File: src/hdl/tone_comp_pkg.sv
package tone_comp_pkg;

    typedef logic [7:0] reg_byte_t;

    // Register addresses
    localparam reg_byte_t ADDR_COMP_ENABLE_THRESHOLD = 8'h44;
    localparam reg_byte_t ADDR_COMP_HOLD = 8'h45;
    localparam reg_byte_t ADDR_COMP_ATTACK_DECAY = 8'h46;
    localparam reg_byte_t ADDR_LEFT_TONE_ENABLE_VOLUME = 8'h47;
    localparam reg_byte_t ADDR_TONE_LENGTH_HI = 8'h49;
    localparam reg_byte_t ADDR_TONE_LENGTH_MID = 8'h4A;
    localparam reg_byte_t ADDR_TONE_LENGTH_LO = 8'h4B;
    localparam reg_byte_t ADDR_TONE_SINE_HI = 8'h4C;
    localparam reg_byte_t ADDR_TONE_SINE_LO = 8'h4D;
    localparam reg_byte_t ADDR_TONE_COSINE_HI = 8'h4E;
    localparam reg_byte_t ADDR_TONE_COSINE_LO = 8'h4F;

    // Reset values
    localparam reg_byte_t RST_COMP_ENABLE_THRESHOLD = 8'h0F;
    localparam logic [3:0] RST_HOLD_CODE = 4'h7;
    localparam reg_byte_t RST_COMP_ATTACK_DECAY = 8'h00;
    localparam reg_byte_t RST_LEFT_TONE = 8'h00;
    localparam logic [23:0] RST_TONE_LENGTH = 24'h0000EE;
    localparam logic [15:0] RST_TONE_SINE = 16'h10D8;
    localparam logic [15:0] RST_TONE_COSINE = 16'h7EE3;

    // Field positions
    localparam int BIT_RSVD_TOP = 7;
    localparam int BIT_LEFT_COMP_EN = 6;
    localparam int BIT_RIGHT_COMP_EN = 5;
    localparam int THR_LSB = 2;
    localparam int HOLD_LSB = 3;
    localparam int ATTACK_LSB = 4;
    localparam int BIT_TONE_EN = 7;
    localparam int BIT_TONE_RSVD = 6;

    // Hold timing in DAC word clocks
    localparam logic [17:0] HOLD_BASE_WORDS = 18'h00020;
    localparam logic [17:0] HOLD_LONG_UNIT = 18'h08000;
    localparam logic [3:0] HOLD_CODE_OFF = 4'h0;
    localparam logic [3:0] HOLD_CODE_X4 = 4'hE;
    localparam logic [3:0] HOLD_CODE_X5 = 4'hF;
    localparam int HOLD_MULT_X4 = 4;
    localparam int HOLD_MULT_X5 = 5;

    // Gain reduction in dB, unsigned with 24 fraction bits
    localparam int FRAC_BITS = 24;
    localparam logic [31:0] ATTACK_BASE = 32'h0400_0000;
    localparam logic [31:0] DECAY_BASE = 32'h0004_0000;
    localparam logic [31:0] GAIN_REDUCTION_MAX = 32'h4000_0000;

    // Threshold: -(code+1)*3 dB
    localparam logic [6:0] THR_STEP_DB = 7'h03;
    localparam int LEVEL_W = 7;

    // Tone oscillator
    localparam int COEF_FRAC = 15;
    localparam logic signed [15:0] OSC_START_X = 16'sh7FFF;

    typedef enum logic [3:0]
    {
        ST_STEADY = 4'b0001,
        ST_ATTACK = 4'b0010,
        ST_HOLD = 4'b0100,
        ST_DECAY = 4'b1000
    } comp_state_t;

endpackage

File: src/hdl/comp_cfg_if.sv
`timescale 1ns/1ps
`default_nettype none
interface comp_cfg_if;
    logic [2:0] thrCode;
    logic [1:0] hystCode;
    logic [3:0] holdCode;
    logic [3:0] attackCode;
    logic [3:0] decayCode;

    modport ctrl
    (
        output thrCode,
        output hystCode,
        output holdCode,
        output attackCode,
        output decayCode
    );

    modport comp
    (
        input thrCode,
        input hystCode,
        input holdCode,
        input attackCode,
        input decayCode
    );
endinterface
`default_nettype wire

File: src/hdl/comp_channel.sv
`timescale 1ns/1ps
`default_nettype none
module comp_channel
(
    // Clock and reset
    input wire logic mclk,
    input wire logic arst_n,
    // Word clock and signal level
    input wire logic wordTick,
    input wire logic chanEnable,
    input wire logic [tone_comp_pkg::LEVEL_W-1:0] levelDb,
    // Shared settings
    comp_cfg_if.comp cfg,
    // Gain reduction state
    output logic [31:0] gainReduction,
    output logic compressing
);
    import tone_comp_pkg::*;

    function automatic logic [17:0] holdWords(input logic [3:0] code);
        logic [17:0] w;
        w = '0;
        case (code)
            HOLD_CODE_OFF: w = '0;
            HOLD_CODE_X4: w = 18'(HOLD_LONG_UNIT * HOLD_MULT_X4);
            HOLD_CODE_X5: w = 18'(HOLD_LONG_UNIT * HOLD_MULT_X5);
            default: w = HOLD_BASE_WORDS << (code - 4'h1);
        endcase
        return w;
    endfunction

    comp_state_t state_q, state_d;
    logic [31:0] acc_q, acc_d;
    logic [17:0] holdCnt_q, holdCnt_d;
    logic [6:0] thrDb;
    logic [6:0] releaseDb;
    logic overThr;
    logic belowRelease;
    logic [31:0] attackStep;
    logic [31:0] decayStep;
    logic [31:0] decayed;

    // Level is dB below full scale, so larger means quieter
    assign thrDb = 7'(THR_STEP_DB * ({4'h0, cfg.thrCode} + 7'h01));
    assign releaseDb = thrDb + {5'h00, cfg.hystCode};
    assign overThr = levelDb < thrDb;
    assign belowRelease = levelDb > releaseDb;
    assign attackStep = ATTACK_BASE >> cfg.attackCode;
    assign decayStep = DECAY_BASE >> cfg.decayCode;
    assign decayed = (acc_q < decayStep) ? '0 : acc_q - decayStep;

    always_comb
    begin
        state_d = state_q;
        acc_d = acc_q;
        holdCnt_d = holdCnt_q;
        if (!chanEnable)
        begin
            // Disabled channel passes at unity gain
            state_d = ST_STEADY;
            acc_d = '0;
            holdCnt_d = '0;
        end
        else if (wordTick)
        begin
            if (overThr)
            begin
                state_d = ST_ATTACK;
                acc_d = (GAIN_REDUCTION_MAX - acc_q < attackStep) ? GAIN_REDUCTION_MAX : acc_q + attackStep;
            end
            else if (belowRelease && acc_q != '0)
            begin
                case (state_q)
                    ST_HOLD:
                    begin
                        holdCnt_d = holdCnt_q - 18'h00001;
                        if (holdCnt_q <= 18'h00001)
                        begin
                            state_d = ST_DECAY;
                        end
                    end
                    ST_DECAY:
                    begin
                        acc_d = decayed;
                        if (acc_q <= decayStep)
                        begin
                            state_d = ST_STEADY;
                        end
                    end
                    default:
                    begin
                        holdCnt_d = holdWords(cfg.holdCode);
                        state_d = ST_HOLD;
                        if (cfg.holdCode == HOLD_CODE_OFF)
                        begin
                            // No hold: decay starts on the first release tick
                            acc_d = decayed;
                            state_d = (acc_q <= decayStep) ? ST_STEADY : ST_DECAY;
                        end
                    end
                endcase
            end
            else
            begin
                // Inside the hysteresis band the gain is frozen and hold restarts later
                state_d = ST_STEADY;
            end
        end
    end

    always_ff @(posedge mclk or negedge arst_n)
    begin
        if (!arst_n)
        begin
            state_q <= ST_STEADY;
            acc_q <= '0;
            holdCnt_q <= '0;
        end
        else
        begin
            state_q <= state_d;
            acc_q <= acc_d;
            holdCnt_q <= holdCnt_d;
        end
    end

    assign gainReduction = acc_q;
    assign compressing = (acc_q != '0);

endmodule // comp_channel
`default_nettype wire

File: src/hdl/tone_comp_regs.sv
`timescale 1ns/1ps
`default_nettype none
module tone_comp_regs
(
    // Clock and reset
    input wire logic mclk,
    input wire logic arst_n,
    // Register access from the serial control bus
    input wire logic regWrite,
    input wire logic regRead,
    input wire tone_comp_pkg::reg_byte_t regAddr,
    input wire tone_comp_pkg::reg_byte_t regWrData,
    output tone_comp_pkg::reg_byte_t regRdData,
    // DAC timing and mode
    input wire logic dacWordTick,
    input wire logic toneCapableProcessingConfig,
    // Channel levels in dB below full scale
    input wire logic [tone_comp_pkg::LEVEL_W-1:0] levelLeftDb,
    input wire logic [tone_comp_pkg::LEVEL_W-1:0] levelRightDb,
    // Compressor results
    output logic [31:0] gainReductionLeft,
    output logic [31:0] gainReductionRight,
    output logic forceIndependentVolume,
    // Tone generator
    output logic toneActive,
    output logic signed [15:0] toneSample,
    output logic [5:0] toneLeftVolume
);
    import tone_comp_pkg::*;

    reg_byte_t enThr_q, enThr_d;
    logic [3:0] holdCode_q, holdCode_d;
    reg_byte_t atkDec_q, atkDec_d;
    logic toneEn_q, toneEn_d;
    logic toneRsvd_q, toneRsvd_d;
    logic [5:0] toneVol_q, toneVol_d;
    logic [23:0] toneLen_q, toneLen_d;
    logic [15:0] toneSin_q, toneSin_d;
    logic [15:0] toneCos_q, toneCos_d;
    reg_byte_t rdData_q, rdData_d;
    logic [23:0] remain_q, remain_d;
    logic signed [15:0] oscX_q, oscX_d;
    logic signed [15:0] oscY_q, oscY_d;
    logic toneActive_q, toneActive_d;
    logic signed [15:0] toneSample_q, toneSample_d;
    logic forceIndep_q, forceIndep_d;
    logic [1:0] chanEn;
    logic [LEVEL_W-1:0] chanLevel [2];
    logic [31:0] chanGr [2];
    logic [31:0] grOut_q [2];
    logic signed [31:0] prodCx;
    logic signed [31:0] prodSy;
    logic signed [31:0] prodSx;
    logic signed [31:0] prodCy;
    logic signed [32:0] sumX;
    logic signed [32:0] sumY;
    logic wrHit;
    logic toneRun;

    comp_cfg_if cfgBus ();

    // Register writes
    always_comb
    begin
        enThr_d = enThr_q;
        holdCode_d = holdCode_q;
        atkDec_d = atkDec_q;
        toneRsvd_d = toneRsvd_q;
        toneVol_d = toneVol_q;
        toneLen_d = toneLen_q;
        toneSin_d = toneSin_q;
        toneCos_d = toneCos_q;
        wrHit = 1'b0;
        if (regWrite)
        begin
            case (regAddr)
                ADDR_COMP_ENABLE_THRESHOLD: enThr_d = regWrData;
                ADDR_COMP_HOLD: holdCode_d = regWrData[HOLD_LSB +: 4];
                ADDR_COMP_ATTACK_DECAY: atkDec_d = regWrData;
                ADDR_LEFT_TONE_ENABLE_VOLUME:
                begin
                    wrHit = 1'b1;
                    toneRsvd_d = regWrData[BIT_TONE_RSVD];
                    toneVol_d = regWrData[5:0];
                end
                ADDR_TONE_LENGTH_HI: toneLen_d[23:16] = regWrData;
                ADDR_TONE_LENGTH_MID: toneLen_d[15:8] = regWrData;
                ADDR_TONE_LENGTH_LO: toneLen_d[7:0] = regWrData;
                ADDR_TONE_SINE_HI: toneSin_d[15:8] = regWrData;
                ADDR_TONE_SINE_LO: toneSin_d[7:0] = regWrData;
                ADDR_TONE_COSINE_HI: toneCos_d[15:8] = regWrData;
                ADDR_TONE_COSINE_LO: toneCos_d[7:0] = regWrData;
                default: wrHit = 1'b0;
            endcase
        end
    end

    // Register reads, answered on the next edge
    always_comb
    begin
        rdData_d = rdData_q;
        if (regRead)
        begin
            case (regAddr)
                ADDR_COMP_ENABLE_THRESHOLD: rdData_d = enThr_q;
                ADDR_COMP_HOLD: rdData_d = {1'b0, holdCode_q, 3'b000};
                ADDR_COMP_ATTACK_DECAY: rdData_d = atkDec_q;
                ADDR_LEFT_TONE_ENABLE_VOLUME: rdData_d = {toneEn_q, toneRsvd_q, toneVol_q};
                ADDR_TONE_LENGTH_HI: rdData_d = toneLen_q[23:16];
                ADDR_TONE_LENGTH_MID: rdData_d = toneLen_q[15:8];
                ADDR_TONE_LENGTH_LO: rdData_d = toneLen_q[7:0];
                ADDR_TONE_SINE_HI: rdData_d = toneSin_q[15:8];
                ADDR_TONE_SINE_LO: rdData_d = toneSin_q[7:0];
                ADDR_TONE_COSINE_HI: rdData_d = toneCos_q[15:8];
                ADDR_TONE_COSINE_LO: rdData_d = toneCos_q[7:0];
                default: rdData_d = 8'h00;
            endcase
        end
    end

    // Quadrature oscillator products in Q15
    assign prodCx = $signed(toneCos_q) * oscX_q;
    assign prodSy = $signed(toneSin_q) * oscY_q;
    assign prodSx = $signed(toneSin_q) * oscX_q;
    assign prodCy = $signed(toneCos_q) * oscY_q;
    assign sumX = 33'(prodCx) - 33'(prodSy);
    assign sumY = 33'(prodSx) + 33'(prodCy);

    // Tone runs only in the tone-capable processing configuration
    assign toneRun = toneEn_q && toneCapableProcessingConfig;

    // Tone sequencing
    always_comb
    begin
        toneEn_d = toneEn_q;
        remain_d = remain_q;
        oscX_d = oscX_q;
        oscY_d = oscY_q;
        toneSample_d = toneSample_q;
        if (wrHit)
        begin
            // A software write wins over a same-cycle expiry
            toneEn_d = regWrData[BIT_TONE_EN];
            remain_d = toneLen_d;
            oscX_d = OSC_START_X;
            oscY_d = '0;
        end
        else if (toneRun && dacWordTick)
        begin
            remain_d = (remain_q == '0) ? '0 : remain_q - 24'h000001;
            if (remain_q <= 24'h000001)
            begin
                toneEn_d = 1'b0;
            end
            oscX_d = sumX[COEF_FRAC +: 16];
            oscY_d = sumY[COEF_FRAC +: 16];
            toneSample_d = oscY_q;
        end
        if (!toneRun)
        begin
            toneSample_d = '0;
        end
    end

    assign toneActive_d = toneRun;
    assign forceIndep_d = enThr_q[BIT_LEFT_COMP_EN] | enThr_q[BIT_RIGHT_COMP_EN];

    // Configuration registers
    always_ff @(posedge mclk or negedge arst_n)
    begin
        if (!arst_n)
        begin
            enThr_q <= RST_COMP_ENABLE_THRESHOLD;
            holdCode_q <= RST_HOLD_CODE;
            atkDec_q <= RST_COMP_ATTACK_DECAY;
            toneRsvd_q <= RST_LEFT_TONE[BIT_TONE_RSVD];
            toneVol_q <= RST_LEFT_TONE[5:0];
            toneLen_q <= RST_TONE_LENGTH;
            toneSin_q <= RST_TONE_SINE;
            toneCos_q <= RST_TONE_COSINE;
        end
        else
        begin
            enThr_q <= enThr_d;
            holdCode_q <= holdCode_d;
            atkDec_q <= atkDec_d;
            toneRsvd_q <= toneRsvd_d;
            toneVol_q <= toneVol_d;
            toneLen_q <= toneLen_d;
            toneSin_q <= toneSin_d;
            toneCos_q <= toneCos_d;
        end
    end

    // Read data
    always_ff @(posedge mclk or negedge arst_n)
    begin
        if (!arst_n)
        begin
            rdData_q <= '0;
        end
        else
        begin
            rdData_q <= rdData_d;
        end
    end

    // Tone state and status flags
    always_ff @(posedge mclk or negedge arst_n)
    begin
        if (!arst_n)
        begin
            toneEn_q <= RST_LEFT_TONE[BIT_TONE_EN];
            remain_q <= '0;
            oscX_q <= OSC_START_X;
            oscY_q <= '0;
            toneActive_q <= 1'b0;
            toneSample_q <= '0;
            forceIndep_q <= 1'b0;
        end
        else
        begin
            toneEn_q <= toneEn_d;
            remain_q <= remain_d;
            oscX_q <= oscX_d;
            oscY_q <= oscY_d;
            toneActive_q <= toneActive_d;
            toneSample_q <= toneSample_d;
            forceIndep_q <= forceIndep_d;
        end
    end

    // Compressor settings shared by both channels
    assign cfgBus.thrCode = enThr_q[THR_LSB +: 3];
    assign cfgBus.hystCode = enThr_q[1:0];
    assign cfgBus.holdCode = holdCode_q;
    assign cfgBus.attackCode = atkDec_q[ATTACK_LSB +: 4];
    assign cfgBus.decayCode = atkDec_q[3:0];

    assign chanEn[0] = enThr_q[BIT_LEFT_COMP_EN];
    assign chanEn[1] = enThr_q[BIT_RIGHT_COMP_EN];
    assign chanLevel[0] = levelLeftDb;
    assign chanLevel[1] = levelRightDb;

    genvar ch;
    generate
        for (ch = 0; ch < 2; ch++)
        begin : g_chan
            comp_channel u_comp
            (
                .mclk(mclk),
                .arst_n(arst_n),
                .wordTick(dacWordTick),
                .chanEnable(chanEn[ch]),
                .levelDb(chanLevel[ch]),
                .cfg(cfgBus.comp),
                .gainReduction(chanGr[ch]),
                .compressing()
            );

            // Extra stage keeps the top outputs on local flops
            always_ff @(posedge mclk or negedge arst_n)
            begin
                if (!arst_n)
                begin
                    grOut_q[ch] <= '0;
                end
                else
                begin
                    grOut_q[ch] <= chanGr[ch];
                end
            end
        end
    endgenerate

    assign regRdData = rdData_q;
    assign gainReductionLeft = grOut_q[0];
    assign gainReductionRight = grOut_q[1];
    assign forceIndependentVolume = forceIndep_q;
    assign toneActive = toneActive_q;
    assign toneSample = toneSample_q;
    assign toneLeftVolume = toneVol_q;

endmodule // tone_comp_regs
`default_nettype wire

File: config.mk
export PLATFORM = sky130hd
export DESIGN_NAME = tone_comp_regs
export DESIGN_NICKNAME = d
export VERILOG_FILES = /design/src/hdl/tone_comp_pkg.sv /design/src/hdl/comp_cfg_if.sv /design/src/hdl/comp_channel.sv /design/src/hdl/tone_comp_regs.sv
export SDC_FILE = /design/constraint.sdc
export NUM_CORES = 2
export LEC_CHECK = 0
export BUFFER_PORTS_ARGS = -buffer_cell sky130_fd_sc_hd__buf_4
export CORE_MARGIN = 4
export CORE_UTILIZATION = 40
export CTS_BUF_LIST = sky130_fd_sc_hd__clkbuf_16
export CTS_CLUSTER_DIAMETER = 200
export DETAILED_ROUTE_END_ITERATION = 12
export SKIP_CTS_REPAIR_TIMING = 1
export SYNTH_ARGS = -nofsm -noshare
export SYNTH_HDL_FRONTEND = slang
export SYNTH_HIERARCHICAL = 1
export SYNTH_SLANG_ARGS = --single-unit
File: constraint.sdc
create_clock -name mclk -period 22.1 [get_ports mclk]
set_input_delay 2.21 -clock mclk [delete_from_list [all_inputs] [get_ports mclk]]
set_output_delay 2.21 -clock mclk [all_outputs]
set_load 0.01 [all_outputs]
==> run_results.csv <==
group,metric,value,unit
outcome,outcome,"complete, no violations",
floorplanning,coreArea,0.148,mm2
placed_design,dpl.hpwl,123,mm
sta,slew_violations,0,
placed_design,dp_worst_setup_slack,13.28,ns
min_path,hp-class,"reg2reg",
drt,drt.antenna.violating_nets,0,
floorplanning,fp.dieW,395,um
worst_setup_path,crit_slowest_cell,"dfrtp_1",
drt,wirelength,163,mm
worst_setup_path,crit_path_max_incr_delay,1.06,ns
grt,grt_start_max_net_pins,109,
sta,rsz0062_at_grt,"no",
sta,hold_viol,0,
floorplanning,die_area,0.156,mm2
worst_setup_path,crit_arrival,9.32,ns
clock_network,clock_path_buffers,3,
worst_setup_path,worstPathMaxFanout,19,
floorplanning,start_util,40.4,%
worst_setup_path,crit_chain,"clkinv_1 -> nor2_1 -> fa_1 -> fa_1 -> inv_1 -> fa_1 -> inv_1 -> fa_1 -> fa_1 -> fa_1 -> fa_1 -> inv_1 -> fa_1 -> inv_1 -> ha_1 -> o21a_1 -> o21a_1 -> a2111oi_0 -> nor2_1 -> o41a_1 -> a31o_2 -> a21oi_1 -> nor4_1 -> a211o_1",
synthesis,synth_area_per_cell,9.26,um2
drt,avgViaCountPerCell,5.28,
cells_and_area,utilization,43.2,%
synthesis,synth_area,0.0598,mm2
clock_network,clock_latency,0.64,ns
floorplanning,row_count,141,
sta,timing.setup.tns,0,ns
placed_design,gp_congestion,0.890,
synthesis,syn_inst,6460,
placed_design,dp.cells,8295,
cells_and_area,drive_gt1_share,7.31,%
drt,drc_errors,0,
clock_network,cts-buffers-inserted,45,
cells_and_area,nets,8008,
clock_network,h-tree-depth,2,
worst_setup_path,crit_path_end_kind,"flip-flop",
sta,setup_viol,0,
synthesis,yosysWarningCount,6,
floorplanning,fp.dieH,395,um
grt,grt_use_total,21.4,%
drt,drt_iter0_drc,2629,
floorplanning,pin_count,132,
sta,worst_pin_slew,1.22,ns
worst_setup_path,path_class,"reg2reg",
clock_network,cts_num_sinks,332,
cells_and_area,instances_no_fill,8379,
clock_network,cts_root_buf,"clkbuf_16",
grt,grt_pass1_wl,266,mm
sta,relSlewSlack,18.2,%
drt,wire_per_inst,19.4,um
grt,antenna_found_initial,1,
sta,period_share,39.8,%
run,maxCapViolCount,0,
cells_and_area,area_delta_synth_final,7.05,%
clock_network,clkSlewWorstSetupHoldPaths,0.06,ns
worst_setup_path,crit_top_cell,"fa_1",
worst_setup_path,critPathTopFamily,"adder cells",
drt,dr.pass1.iters,7,
sta,fin_ws,13.30,ns
drt,vias,44200,
sta,fin_skew,0.0452,ns
clock_network,cts_tree,"yes",
grt,grt_overflow,0,
sta,max_freq,114,MHz
worst_setup_path,cp.required,22.62,ns
sta,fin_crit,8.80,ns
placed_design,io_buffer_count,131,
grt,grt_pass1_vias,47400,
worst_setup_path,cp_num_buf_inv,5,
worst_setup_path,start_kind,"flip-flop",
routing by layer:
metal / routed length, um / up-vias / GRT usage (%)
li1: - / 19900 / -
met1: 68100 / 23000 / 28.3
met2: 80600 / 1168 / 37.0
met3: 7290 / 264 / 1.92
met4: 6580 / 2 / 7.44
met5: 13 / - / 0
sequential cells by signal (all words and copies together), names as in the netlist, 16 cells and up:
register / cells
gainReductionLeft: 32
g_chan.u_comp/holdCnt_q: 36
toneCos_q: 16
toneSin_q: 16
toneSample: 16
oscX_q: 16
g_chan.u_comp/gainReduction: 58
toneLen_q: 24
oscY_q: 16
gainReductionRight: 32
remain_q: 24
worst paths after layout:
kind,from,endpoint,slack (ns),cells past startpoint
worst max-delay path,oscX_q[15]$_DFFE_PN0P_,oscY_q[14]$_DFFE_PN0P_,13.30,24
worst min-delay path,g_chan[1].u_comp/gainReduction[6]$_DFFE_PN0P_,gainReductionRight[6]$_DFF_PN0_,0.44,0
worst max register to register,oscX_q[15]$_DFFE_PN0P_,oscY_q[14]$_DFFE_PN0P_,13.30,24
worst min register to register,g_chan[1].u_comp/gainReduction[6]$_DFFE_PN0P_,gainReductionRight[6]$_DFF_PN0_,0.44,0
max in group asynchronous,arst_n,toneSin_q[13]$_DFFE_PN0P_,18.19,3
min in group asynchronous,arst_n,gainReductionLeft[21]$_DFF_PN0_,1.63,1
placed cells by master, fill, tap and decap left out, drive strengths merged, types with 8 or more instances in the layout:
cell	n
a31oi	36
o31ai	13
a211oi	19
nand4b	9
a22oi	25
nor3	69
dfrtp	286
nor2b	56
nand2b	49
clkbuf	46
o21ai	179
nor4	34
inv	1384
fa	1123
a221oi	11
o21bai	12
o211ai	31
or4	11
mux2	86
a21o	32
o22ai	12
nand3b	8
nor2	211
or3	28
xor2	67
buf	193
o21a	23
dfstp	46
a21oi	190
mux2i	9
a221o	13
a22o	38
and3	35
nand4	23
clkinv	16
xnor2	138
ha	437
and2	438
nand2	769
nand3	103
area by class of cell:
class / count / area [um2]
clock buffer: 46 / 1150
timing repair buffer: 193 / 1460
clock inverter: 36 / 413
multi-input combinational: 4464 / 45100
antenna: 2 / 5.00
inverter: 1376 / 5160
tap: 1930 / 2410
sequential: 332 / 8370
fill: 14500 / 84200
metrics by stage:
stage / area, um2 / hold WS (ns)
after floorplan: 59800 / 0.349
after global placement: 62500 / 0.441
after detailed placement: 62500 / 0.435
after CTS: 64000 / 0.450
after global routing: 64000 / 0.470
final: 64000 / 0.441
Power is left out: the tool's default activity adds up to more than one toggle a clock period on the data nets, which glitch-free logic cannot reach.
